===== src/core/ime_pkg.sv =====
// Shared constants and types for the I2C master bus engine.
package ime_pkg;
    localparam int SYS_CLK_HZ = 250_000_000;
    localparam int SCL_DEF_HZ = 400_000;
    // Quarter SCL period in clock cycles, rounded up so SCL never runs fast
    localparam logic [15:0] QTR_DEF = 16'((SYS_CLK_HZ + 4 * SCL_DEF_HZ - 1) / (4 * SCL_DEF_HZ));
    localparam logic [6:0] SCAN_FIRST = 7'h08;
    localparam logic [6:0] SCAN_LAST = 7'h77;
    localparam logic [5:0] MADDR_BITS_DEF = 6'h08;
    localparam int BYTE_W = 8;
    localparam int FIFO_DEPTH = 16;
    typedef enum logic [3:0] {
        CMD_NOP = 4'h0,
        CMD_INIT = 4'h1,
        CMD_DISABLE = 4'h2,
        CMD_START = 4'h3,
        CMD_STOP = 4'h4,
        CMD_READ = 4'h5,
        CMD_WRITE = 4'h6,
        CMD_READFROM = 4'h7,
        CMD_WRITETO = 4'h8,
        CMD_READMEM = 4'h9,
        CMD_WRITEMEM = 4'hA,
        CMD_SCAN = 4'hB
    } ime_cmd_type;
    typedef enum logic [3:0] {
        ST_OFF = 4'h0,
        ST_IDLE = 4'h1,
        ST_START = 4'h3,
        ST_ADDR = 4'h2,
        ST_MADDR = 4'h6,
        ST_RSTART = 4'h7,
        ST_RADDR = 4'h5,
        ST_LOAD = 4'h4,
        ST_WDATA = 4'hC,
        ST_RDATA = 4'hD,
        ST_STOP = 4'hF,
        ST_DONE = 4'hE
    } ime_state_type;
endpackage


===== src/core/ime_fifo.sv =====
// Synchronous FIFO with registered full and empty flags.
`timescale 1ns/1ps
module ime_fifo #(
    parameter int WIDTH = 8,
    parameter int DEPTH = 16
) (
    // Clock and reset
    input wire logic ref_clk_i,
    input wire logic reset_i,
    // Fill side
    input wire logic in_valid_i,
    output logic in_ready_o,
    input wire logic [WIDTH-1:0] in_data_i,
    // Drain side
    output logic out_valid_o,
    input wire logic out_ready_i,
    output logic [WIDTH-1:0] out_data_o
);
    localparam int AW = $clog2(DEPTH);
    logic [WIDTH-1:0] mem [DEPTH];
    logic [AW-1:0] wp_r, rp_r;
    logic [AW:0] cnt_r, cnt_nxt;
    logic full_r, empty_r, push, pop;
    assign push = in_valid_i && !full_r;
    assign pop = out_ready_i && !empty_r;
    assign cnt_nxt = cnt_r + (AW+1)'(push) - (AW+1)'(pop);
    always_ff @(posedge ref_clk_i or posedge reset_i) begin
        if (reset_i) begin
            wp_r <= '0;
            rp_r <= '0;
            cnt_r <= '0;
            full_r <= 1'b0;
            empty_r <= 1'b1;
        end else begin
            if (push) wp_r <= wp_r + AW'(1);
            if (pop) rp_r <= rp_r + AW'(1);
            cnt_r <= cnt_nxt;
            full_r <= (cnt_nxt == (AW+1)'(DEPTH));
            empty_r <= (cnt_nxt == '0);
        end
    end
    always_ff @(posedge ref_clk_i) begin
        if (push) mem[wp_r] <= in_data_i;
    end
    assign in_ready_o = !full_r;
    assign out_valid_o = !empty_r;
    assign out_data_o = mem[rp_r];
endmodule // ime_fifo


===== src/core/ime_engine.sv =====
// I2C master bus engine: command sequencer, SCL timing and open-drain pins.
`timescale 1ns/1ps
// Behaviour
// - Scan probes addresses 0x08 through 0x77 and reports every responder.
// - Scan sends write bit; present only if SDA low in ack slot.
// - START is SDA falling while SCL is high.
// - STOP is SDA rising while SCL is high.
// - Receive exactly the count; ACK every byte but the last.
// - Last byte gets NACK if option set, else ACK.
// - Write samples ack per byte, halts on NACK, counts ACKs.
// - Transaction read addresses target, takes count bytes, STOP only if enabled.
// - Transaction write drops remaining payload after a NACK, returns ACK count.
// - With stop enabled a transaction write ends in STOP even after NACK.
// - Memory accesses carry target address and internal memory address.
// - Memory address width selectable in bits, default 8.
// - SCL rate programmable as a maximum, default 400 kHz, never exceeded.
// - Disable releases SCL and SDA until initialised again.
// - Target addresses are 7 bits followed by the direction bit.
module ime_engine (
    // Clock and reset
    input wire logic ref_clk_i,
    input wire logic reset_i,
    // Command
    input wire logic cmd_valid_i,
    output logic cmd_ready_o,
    input wire logic [3:0] cmd_code_i,
    input wire logic [6:0] cmd_addr_i,
    input wire logic [31:0] cmd_memaddr_i,
    input wire logic [5:0] cmd_addrsize_i,
    input wire logic [15:0] cmd_count_i,
    input wire logic cmd_nack_i,
    input wire logic cmd_stop_i,
    input wire logic [15:0] scl_quarter_i,
    // Status
    output logic done_o,
    output logic enabled_o,
    output logic nack_seen_o,
    output logic [15:0] ack_count_o,
    // Write data
    input wire logic [7:0] wr_data_i,
    input wire logic wr_valid_i,
    output logic wr_ready_o,
    // Read data and scan results
    output logic [7:0] rd_data_o,
    output logic rd_valid_o,
    input wire logic rd_ready_i,
    // Bus pins
    input wire logic scl_i,
    output logic scl_o,
    output logic scl_oe_o,
    input wire logic sda_i,
    output logic sda_o,
    output logic sda_oe_o
);
    ime_pkg::ime_state_type state_r, fin_st;
    ime_pkg::ime_cmd_type cmd_r;
    logic [1:0] ph_r, mb_r;
    logic [3:0] bit_r;
    logic [7:0] shift_r, push_data;
    logic [15:0] cnt_r, acks_r, qtr_r, qcnt_r;
    logic [6:0] addr_r, mbw;
    logic [31:0] maddr_r;
    logic [2:0] mbytes;
    logic scan_r, stop_r, nack_r, nack_seen_r, en_r, done_r, cmd_ready_r, wr_ready_r, ack_r;
    logic scl_oe_r, sda_oe_r, pin_lvl_r, scl_m_r, scl_s_r, sda_m_r, sda_s_r;
    logic tick, slot_st, byte_st, rx_st, start_st, stretch, need_push, stall;
    logic adv, byte_adv, fifo_ready, ack_drv, accept, is_mem;

    assign start_st = (state_r == ime_pkg::ST_START) || (state_r == ime_pkg::ST_RSTART);
    assign rx_st = (state_r == ime_pkg::ST_RDATA);
    assign byte_st = (state_r == ime_pkg::ST_ADDR) || (state_r == ime_pkg::ST_MADDR) ||
                     (state_r == ime_pkg::ST_RADDR) || (state_r == ime_pkg::ST_WDATA) || rx_st;
    assign slot_st = byte_st || start_st || (state_r == ime_pkg::ST_STOP);
    assign tick = (qcnt_r == qtr_r - 16'h0001);
    // Clock stretching: a target holding SCL low delays the sample phase
    assign stretch = byte_st && (ph_r == 2'h2) && !scl_s_r;
    assign need_push = rx_st || ((state_r == ime_pkg::ST_ADDR) && scan_r && !ack_r);
    // A full result FIFO holds SCL high in the ack slot rather than losing a byte
    assign stall = tick && byte_st && (ph_r == 2'h3) && (bit_r == 4'h8) && need_push && !fifo_ready;
    assign adv = tick && slot_st && !stretch && !stall;
    assign byte_adv = adv && byte_st && (ph_r == 2'h3) && (bit_r == 4'h8);
    assign push_data = rx_st ? shift_r : {1'b0, addr_r};
    assign ack_drv = (cnt_r != 16'h0001) || !nack_r;
    assign fin_st = stop_r ? ime_pkg::ST_STOP : ime_pkg::ST_DONE;
    assign accept = cmd_valid_i && cmd_ready_r &&
                    ((state_r == ime_pkg::ST_IDLE) || (cmd_code_i == ime_pkg::CMD_INIT));
    assign is_mem = (cmd_code_i == ime_pkg::CMD_READMEM) || (cmd_code_i == ime_pkg::CMD_WRITEMEM);
    assign mbw = 7'(cmd_addrsize_i) + 7'h07;
    // Zero width falls back to the default single byte; widths cap at four bytes
    assign mbytes = (cmd_addrsize_i == 6'h00) ? 3'(ime_pkg::MADDR_BITS_DEF >> 3) :
                    (mbw[6:3] > 4'h4) ? 3'h4 : mbw[5:3];

    always_ff @(posedge ref_clk_i or posedge reset_i) begin
        if (reset_i) begin
            scl_m_r <= 1'b1;
            scl_s_r <= 1'b1;
            sda_m_r <= 1'b1;
            sda_s_r <= 1'b1;
            pin_lvl_r <= 1'b0;
        end else begin
            scl_m_r <= scl_i;
            scl_s_r <= scl_m_r;
            sda_m_r <= sda_i;
            sda_s_r <= sda_m_r;
            pin_lvl_r <= 1'b0;
        end
    end

    always_ff @(posedge ref_clk_i or posedge reset_i) begin
        if (reset_i) begin
            qcnt_r <= 16'h0000;
        end else if (!slot_st || tick) begin
            qcnt_r <= 16'h0000;
        end else begin
            qcnt_r <= qcnt_r + 16'h0001;
        end
    end

    // Only pulls low or releases; the wire level comes from the pull-ups
    always_ff @(posedge ref_clk_i or posedge reset_i) begin
        if (reset_i) begin
            scl_oe_r <= 1'b0;
            sda_oe_r <= 1'b0;
        end else if (state_r == ime_pkg::ST_OFF) begin
            scl_oe_r <= 1'b0;
            sda_oe_r <= 1'b0;
        end else if (adv) begin
            case (ph_r)
                2'h0: begin
                    if (start_st) begin
                        sda_oe_r <= 1'b0;
                    end else if (byte_st) begin
                        scl_oe_r <= 1'b1;
                        sda_oe_r <= (bit_r == 4'h8) ? (rx_st && ack_drv) : (!rx_st && !shift_r[7]);
                    end else begin
                        scl_oe_r <= 1'b1;
                    end
                end
                2'h1: begin
                    if (state_r == ime_pkg::ST_STOP) sda_oe_r <= 1'b1;
                    else scl_oe_r <= 1'b0;
                end
                2'h2: begin
                    if (start_st) sda_oe_r <= 1'b1;
                    else if (state_r == ime_pkg::ST_STOP) scl_oe_r <= 1'b0;
                end
                default: begin
                    if (state_r == ime_pkg::ST_STOP) sda_oe_r <= 1'b0;
                    else scl_oe_r <= 1'b1;
                end
            endcase
        end
    end

    always_ff @(posedge ref_clk_i or posedge reset_i) begin
        if (reset_i) begin
            state_r <= ime_pkg::ST_OFF;
            cmd_r <= ime_pkg::CMD_NOP;
            ph_r <= 2'h0;
            bit_r <= 4'h0;
            mb_r <= 2'h0;
            shift_r <= 8'h00;
            cnt_r <= 16'h0000;
            acks_r <= 16'h0000;
            qtr_r <= ime_pkg::QTR_DEF;
            addr_r <= 7'h00;
            maddr_r <= 32'h00000000;
            scan_r <= 1'b0;
            stop_r <= 1'b0;
            nack_r <= 1'b0;
            nack_seen_r <= 1'b0;
            ack_r <= 1'b0;
            en_r <= 1'b0;
            done_r <= 1'b0;
            cmd_ready_r <= 1'b1;
            wr_ready_r <= 1'b0;
        end else begin
            done_r <= 1'b0;
            if (adv) ph_r <= ph_r + 2'h1;
            if (adv && byte_st && (ph_r == 2'h2)) begin
                if (bit_r == 4'h8) ack_r <= sda_s_r;
                else shift_r <= {shift_r[6:0], sda_s_r};
            end
            if (adv && byte_st && (ph_r == 2'h3) && (bit_r != 4'h8)) bit_r <= bit_r + 4'h1;
            case (state_r)
                ime_pkg::ST_OFF, ime_pkg::ST_IDLE: begin
                    if (accept) begin
                        cmd_r <= ime_pkg::ime_cmd_type'(cmd_code_i);
                        ph_r <= 2'h0;
                        bit_r <= 4'h0;
                        cnt_r <= cmd_count_i;
                        acks_r <= 16'h0000;
                        nack_seen_r <= 1'b0;
                        nack_r <= cmd_nack_i;
                        stop_r <= is_mem || cmd_stop_i;
                        scan_r <= (cmd_code_i == ime_pkg::CMD_SCAN);
                        addr_r <= (cmd_code_i == ime_pkg::CMD_SCAN) ? ime_pkg::SCAN_FIRST : cmd_addr_i;
                        mb_r <= 2'(mbytes - 3'h1);
                        case (mbytes)
                            3'h1: maddr_r <= {cmd_memaddr_i[7:0], 24'h000000};
                            3'h2: maddr_r <= {cmd_memaddr_i[15:0], 16'h0000};
                            3'h3: maddr_r <= {cmd_memaddr_i[23:0], 8'h00};
                            default: maddr_r <= cmd_memaddr_i;
                        endcase
                        cmd_ready_r <= 1'b0;
                        case (cmd_code_i)
                            ime_pkg::CMD_INIT: begin
                                en_r <= 1'b1;
                                qtr_r <= (scl_quarter_i == 16'h0000) ? ime_pkg::QTR_DEF : scl_quarter_i;
                                state_r <= ime_pkg::ST_DONE;
                            end
                            ime_pkg::CMD_DISABLE: begin
                                en_r <= 1'b0;
                                done_r <= 1'b1;
                                cmd_ready_r <= 1'b1;
                                state_r <= ime_pkg::ST_OFF;
                            end
                            ime_pkg::CMD_START: state_r <= ime_pkg::ST_START;
                            ime_pkg::CMD_STOP: state_r <= ime_pkg::ST_STOP;
                            ime_pkg::CMD_READ: begin
                                stop_r <= 1'b0;
                                state_r <= (cmd_count_i == 16'h0000) ? ime_pkg::ST_DONE : ime_pkg::ST_RDATA;
                            end
                            ime_pkg::CMD_WRITE: begin
                                stop_r <= 1'b0;
                                state_r <= (cmd_count_i == 16'h0000) ? ime_pkg::ST_DONE : ime_pkg::ST_LOAD;
                            end
                            ime_pkg::CMD_READFROM, ime_pkg::CMD_WRITETO, ime_pkg::CMD_READMEM,
                            ime_pkg::CMD_WRITEMEM, ime_pkg::CMD_SCAN: state_r <= ime_pkg::ST_START;
                            default: state_r <= ime_pkg::ST_DONE;
                        endcase
                    end
                end
                ime_pkg::ST_START: begin
                    if (adv && (ph_r == 2'h3)) begin
                        state_r <= (cmd_r == ime_pkg::CMD_START) ? ime_pkg::ST_DONE : ime_pkg::ST_ADDR;
                        // Only a transaction read opens with the read direction bit
                        shift_r <= {addr_r, (cmd_r == ime_pkg::CMD_READFROM)};
                    end
                end
                ime_pkg::ST_RSTART: begin
                    if (adv && (ph_r == 2'h3)) begin
                        state_r <= ime_pkg::ST_RADDR;
                        shift_r <= {addr_r, 1'b1};
                    end
                end
                ime_pkg::ST_STOP: begin
                    if (adv && (ph_r == 2'h3)) begin
                        if (scan_r && (addr_r != ime_pkg::SCAN_LAST)) begin
                            addr_r <= addr_r + 7'h01;
                            state_r <= ime_pkg::ST_START;
                        end else begin
                            state_r <= ime_pkg::ST_DONE;
                        end
                    end
                end
                ime_pkg::ST_LOAD: begin
                    wr_ready_r <= 1'b1;
                    if (wr_ready_r && wr_valid_i) begin
                        wr_ready_r <= 1'b0;
                        shift_r <= wr_data_i;
                        state_r <= ime_pkg::ST_WDATA;
                    end
                end
                ime_pkg::ST_DONE: begin
                    done_r <= 1'b1;
                    cmd_ready_r <= 1'b1;
                    state_r <= ime_pkg::ST_IDLE;
                end
                default: begin
                    if (byte_adv) begin
                        bit_r <= 4'h0;
                        case (state_r)
                            ime_pkg::ST_ADDR: begin
                                if (scan_r) begin
                                    state_r <= ime_pkg::ST_STOP;
                                end else if (ack_r) begin
                                    nack_seen_r <= 1'b1;
                                    state_r <= fin_st;
                                end else if ((cmd_r == ime_pkg::CMD_READMEM) ||
                                             (cmd_r == ime_pkg::CMD_WRITEMEM)) begin
                                    state_r <= ime_pkg::ST_MADDR;
                                    shift_r <= maddr_r[31:24];
                                    maddr_r <= {maddr_r[23:0], 8'h00};
                                end else if (cnt_r == 16'h0000) begin
                                    state_r <= fin_st;
                                end else begin
                                    state_r <= (cmd_r == ime_pkg::CMD_WRITETO) ? ime_pkg::ST_LOAD :
                                               ime_pkg::ST_RDATA;
                                end
                            end
                            ime_pkg::ST_MADDR: begin
                                if (ack_r) begin
                                    nack_seen_r <= 1'b1;
                                    state_r <= fin_st;
                                end else if (mb_r != 2'h0) begin
                                    mb_r <= mb_r - 2'h1;
                                    shift_r <= maddr_r[31:24];
                                    maddr_r <= {maddr_r[23:0], 8'h00};
                                end else if (cmd_r == ime_pkg::CMD_READMEM) begin
                                    state_r <= ime_pkg::ST_RSTART;
                                end else begin
                                    state_r <= (cnt_r == 16'h0000) ? fin_st : ime_pkg::ST_LOAD;
                                end
                            end
                            ime_pkg::ST_RADDR: begin
                                if (ack_r) nack_seen_r <= 1'b1;
                                state_r <= (ack_r || (cnt_r == 16'h0000)) ? fin_st : ime_pkg::ST_RDATA;
                            end
                            ime_pkg::ST_WDATA: begin
                                if (ack_r) begin
                                    nack_seen_r <= 1'b1;
                                    state_r <= fin_st;
                                end else begin
                                    acks_r <= acks_r + 16'h0001;
                                    cnt_r <= cnt_r - 16'h0001;
                                    state_r <= (cnt_r == 16'h0001) ? fin_st : ime_pkg::ST_LOAD;
                                end
                            end
                            default: begin
                                cnt_r <= cnt_r - 16'h0001;
                                state_r <= (cnt_r == 16'h0001) ? fin_st : ime_pkg::ST_RDATA;
                            end
                        endcase
                    end
                end
            endcase
        end
    end

    ime_fifo #(.WIDTH(ime_pkg::BYTE_W), .DEPTH(ime_pkg::FIFO_DEPTH)) u_rx_fifo (
        .ref_clk_i(ref_clk_i),
        .reset_i(reset_i),
        .in_valid_i(byte_adv && need_push),
        .in_ready_o(fifo_ready),
        .in_data_i(push_data),
        .out_valid_o(rd_valid_o),
        .out_ready_i(rd_ready_i),
        .out_data_o(rd_data_o)
    );

    assign cmd_ready_o = cmd_ready_r;
    assign done_o = done_r;
    assign enabled_o = en_r;
    assign nack_seen_o = nack_seen_r;
    assign ack_count_o = acks_r;
    assign wr_ready_o = wr_ready_r;
    assign scl_o = pin_lvl_r;
    assign sda_o = pin_lvl_r;
    assign scl_oe_o = scl_oe_r;
    assign sda_oe_o = sda_oe_r;

    logic [16:0] hcnt_r;
    always_ff @(posedge ref_clk_i or posedge reset_i) begin
        if (reset_i) hcnt_r <= 17'h00000;
        else hcnt_r <= scl_oe_r ? 17'h00000 : hcnt_r + 17'h00001;
    end
endmodule // ime_engine


===== config.mk =====
export PLATFORM = sky130hd
export DESIGN_NAME = ime_engine
export DESIGN_NICKNAME = d
export VERILOG_FILES = /design/src/core/ime_pkg.sv /design/src/core/ime_fifo.sv /design/src/core/ime_engine.sv
export SDC_FILE = /design/constraint.sdc
export NUM_CORES = 1
export LEC_CHECK = 0
export ABC_CLOCK_PERIOD_IN_PS = 5500
export BUFFER_PORTS_ARGS = -buffer_cell sky130_fd_sc_hd__buf_2
export CAP_MARGIN = 30
export CORE_ASPECT_RATIO = 0.8
export CORE_MARGIN = 10
export CORE_UTILIZATION = 40
export CTS_BUF_LIST = sky130_fd_sc_hd__clkbuf_16
export DETAILED_ROUTE_END_ITERATION = 12
export PLACE_DENSITY = 0.65
export REMOVE_ABC_BUFFERS = 1
export SYNTH_ARGS = -nofsm -noshare
export SYNTH_HDL_FRONTEND = slang
export SYNTH_HIERARCHICAL = 1
export SYNTH_SLANG_ARGS = --single-unit

===== constraint.sdc =====
create_clock -name ref_clk_i -period 5.5 [get_ports ref_clk_i]
set_input_delay 1.1 -clock ref_clk_i [delete_from_list [all_inputs] [get_ports ref_clk_i]]
set_output_delay 1.1 -clock ref_clk_i [all_outputs]
set_load 0.005 [all_outputs]

==> flow_summary.toml <==
[outcome]
outcome = "completed"

[power_and_ir_drop]
power.switching_w = 0.00329
p_total_w = 0.00873
p_int_w = 0.00544
p_per_area_nw_per_um2 = 507
pwr-share-seq_pct = 37.8
swShare_pct = 37.7
power_frac_comb_pct = 37.0
ir_drop_mv = 0.249
p_leak_nw = 6.78
p_clk_share_pct = 25.2

[detailed_routing]
first_iter_violations = 979
ant_nets = 0
finalWirelength_um = 39900
via_per_inst = 5.67
dr.pass1.iters = 7
wl_per_cell_um = 19.3
drc_errors = 0
vias = 11700

[placement]
gp_congestion = 0.956
dp.cells = 2013
detailed_place_hpwl_um = 28400
io_buffers = 129

[worst_setup_path]
end_kind = "flip-flop"
crit_fanout = 10
start_kind = "flip-flop"
cp.required_ns = 6.02
critical_path_arrival_ns = 5.29
path_class = "flip-flop to flip-flop"

[cells_and_area]
utilization_pct = 46.5
nets = 1680
final_layout_size_suffix_gt1_share_pct = 17.6
layout_common_cells = "dfrtp_1, nand2_1, nor2_1"
syn_to_final_growth_pct = 14.9
final_cells = 2071
final_common_cell = "dfrtp_1"

[floorplan]
die_w_um = 237
pin_count = 132
start_util_pct = 40.5
dieArea_um2 = 45700
coreArea_um2 = 37000
num_rows = 63
die_y_um = 193

[global_route]
grt_pass1_vias = 11600
grt_max_degree = 90
globalRoute.totalOverflow = 0
grt_pass1_wl_um = 64700
grtUsageTotal_pct = 16.9
antenna_found_initial = 6

[yosys]
synth_top_area_cell = "edfxtp_1"
muxShareOfSynthArea_pct = 7.11
ys.flop_type = "dfrtp_1"
synth_cells = 1456
syn_area_per_cell_um2 = 10.3
synth_compound_area_share_pct = 17.3
synth_edf_count = 128
yosysSeqAreaShare_pct = 51.9
ys_warn_count = 6
ys_seq_elements = 285
syn_area_um2 = 15000
yosys.area_share.xor_xnor_pct = 2.60
ys_types = 75
netlist.area_leader.share_pct = 25.6
synthAdderAreaFrac_pct = 2.05
synth_simple_gate_area_share_pct = 15.5
synthTopCellsByArea = "edfxtp_1, dfrtp_1, o21ai_0"
synth_top_family_by_area = "compound AO/OA/AOI/OAI gates"
async_flop_share_pct = 55.1

[clocking]
cts_setup_buffers = 0
numCtsBuffers = 30
cts_resized = 0
cts.clk_slew.worst_paths_ns = 0.07
cts-root-buf = "clkbuf_16"
clk_path_buf_depth = 3
clk_latency_ns = 0.58
cts_hold_buf = 0
cts_sinks = 285
cts_tree = "built"
htree_levels = 1

[run]
maxCapViolCount = 0

[timing]
fin_crit_sh_pct = 86.7
finClkSkew_ns = 0.0193
relSlewSlack_pct = 27.6
worst_pin_slew_ns = 1.08
finalMaxSlewViolations = 0
rsz0062_at_grt = "false"
setup_viol = 0
hold_viol = 0
min_period_ns = 4.77
clock.fmax_ghz = 0.210
fin_setup_tns_ns = 0

[hold_path]
hold_path.class = "flip-flop to flip-flop"
[cell usage after synthesis (all sizes together) (10+ instances only)]
master / instances
a21oi: 111
a221o: 33
a221oi: 10
a31oi: 14
and3: 13
buf: 26
clkbuf: 60
dfrtp: 146
dfstp: 11
edfxtp: 128
ha: 23
inv: 41
mux2: 36
mux2i: 30
mux4: 16
nand2: 143
nand2b: 24
nand3: 40
nand4: 12
nor2: 136
nor2b: 13
nor3: 41
nor4: 25
o21ai: 128
o22a: 12
o22ai: 12
o31ai: 11
or3: 12
or4: 12
xnor2: 25
xor2: 17
[flip-flops by register name, summed over array words and instances (netlist names), 5 cells and up]
name / count
addr_r: 7
ack_count_o: 16
qcnt_r: 16
cnt_r: 16
u_rx_fifo/cnt_r: 5
maddr_r: 32
qtr_r: 16
shift_r: 8
u_rx_fifo/mem: 128
[critical path, stage by stage, from the launching register on]
cell and delay (ns):
dfrtp_1 0.45, or4_1 0.59, or4_1 0.52, a22oi_1 0.16
a31oi_1 0.10, nor4_4 0.23, buf_4 0.20, nand3_1 0.09
buf_4 0.20, nor2_1 0.09, nor2b_1 0.13, buf_4 0.16
inv_1 0.05, ha_1 0.27, inv_1 0.06, ha_1 0.16
inv_1 0.06, fa_1 0.49, inv_1 0.06, nor4_1 0.28
mux2i_1 0.15, and3b_1 0.22
[stage by stage]
| step | worst slack [ns] | hold slack (ns) | area, µm² |
|---|---|---|---|
| floorplan | -0.193 | 0.345 | 14600 |
| finish | 0.731 | 0.349 | 17200 |
| detailed placement | 0.756 | 0.349 | 16100 |
| global route | 0.389 | 0.351 | 17200 |
| global placement | 0.806 | 0.348 | 16100 |
| CTS | 0.731 | 0.353 | 17200 |
[per-layer routing]
layer	track usage, %	share of wire (%)	vias to the layer above	wire length (µm)
li1	-	-	5619	-
met1	24.1	46	5681	18300
met2	25.5	44	376	17600
met3	3.81	7.4	64	2950
met4	4.22	2.6	6	1060
met5	0	0.085	-	34
[final cells by class]
class,instances,area [µm²]
antenna,3,7.51
clock buffer,30,751
clock inverter,25,329
fill,3467,19800
inverter,42,163
multi-input combinational,1044,6720
sequential,285,7790
tap,487,609
timing repair buffer,155,865
[power groups by stage]
stage | clock network, W | logic, W | registers (W)
floorplan | 0 | 0.00221 | 0.00325
global placement | 0 | 0.00312 | 0.00332
CTS | 0.00224 | 0.00322 | 0.00329
global route | 0.00234 | 0.00360 | 0.00337
finish | 0.00220 | 0.00323 | 0.00330
detailed placement | 0 | 0.00321 | 0.00333
[logic make-up (layout without fill, tap and decap cells)]
kind of cell	count (synthesis)	count (layout)
simple gates	489	489
compound gates	404	404
flops	285	285
buf+inv	128	252
mux	82	82
xor+xnor	43	43
fa+ha+maj	24	24
other cells	1	5
[worst paths after layout]
check / start / to / slack [ns] / cells after the start
min: scl_m_r / scl_s_r / 0.35 / 0
min reg2reg: scl_m_r / scl_s_r / 0.35 / 0
min in group asynchronous: reset_i / qcnt_r[13] / 0.46 / 2
max: qtr_r[8] / u_rx_fifo/full_r / 0.73 / 21
max in group asynchronous: reset_i / sda_m_r / 3.79 / 4
max reg2reg: qtr_r[8] / u_rx_fifo/full_r / 0.73 / 21
No activity file was read; power rests on OpenSTA's default activity.
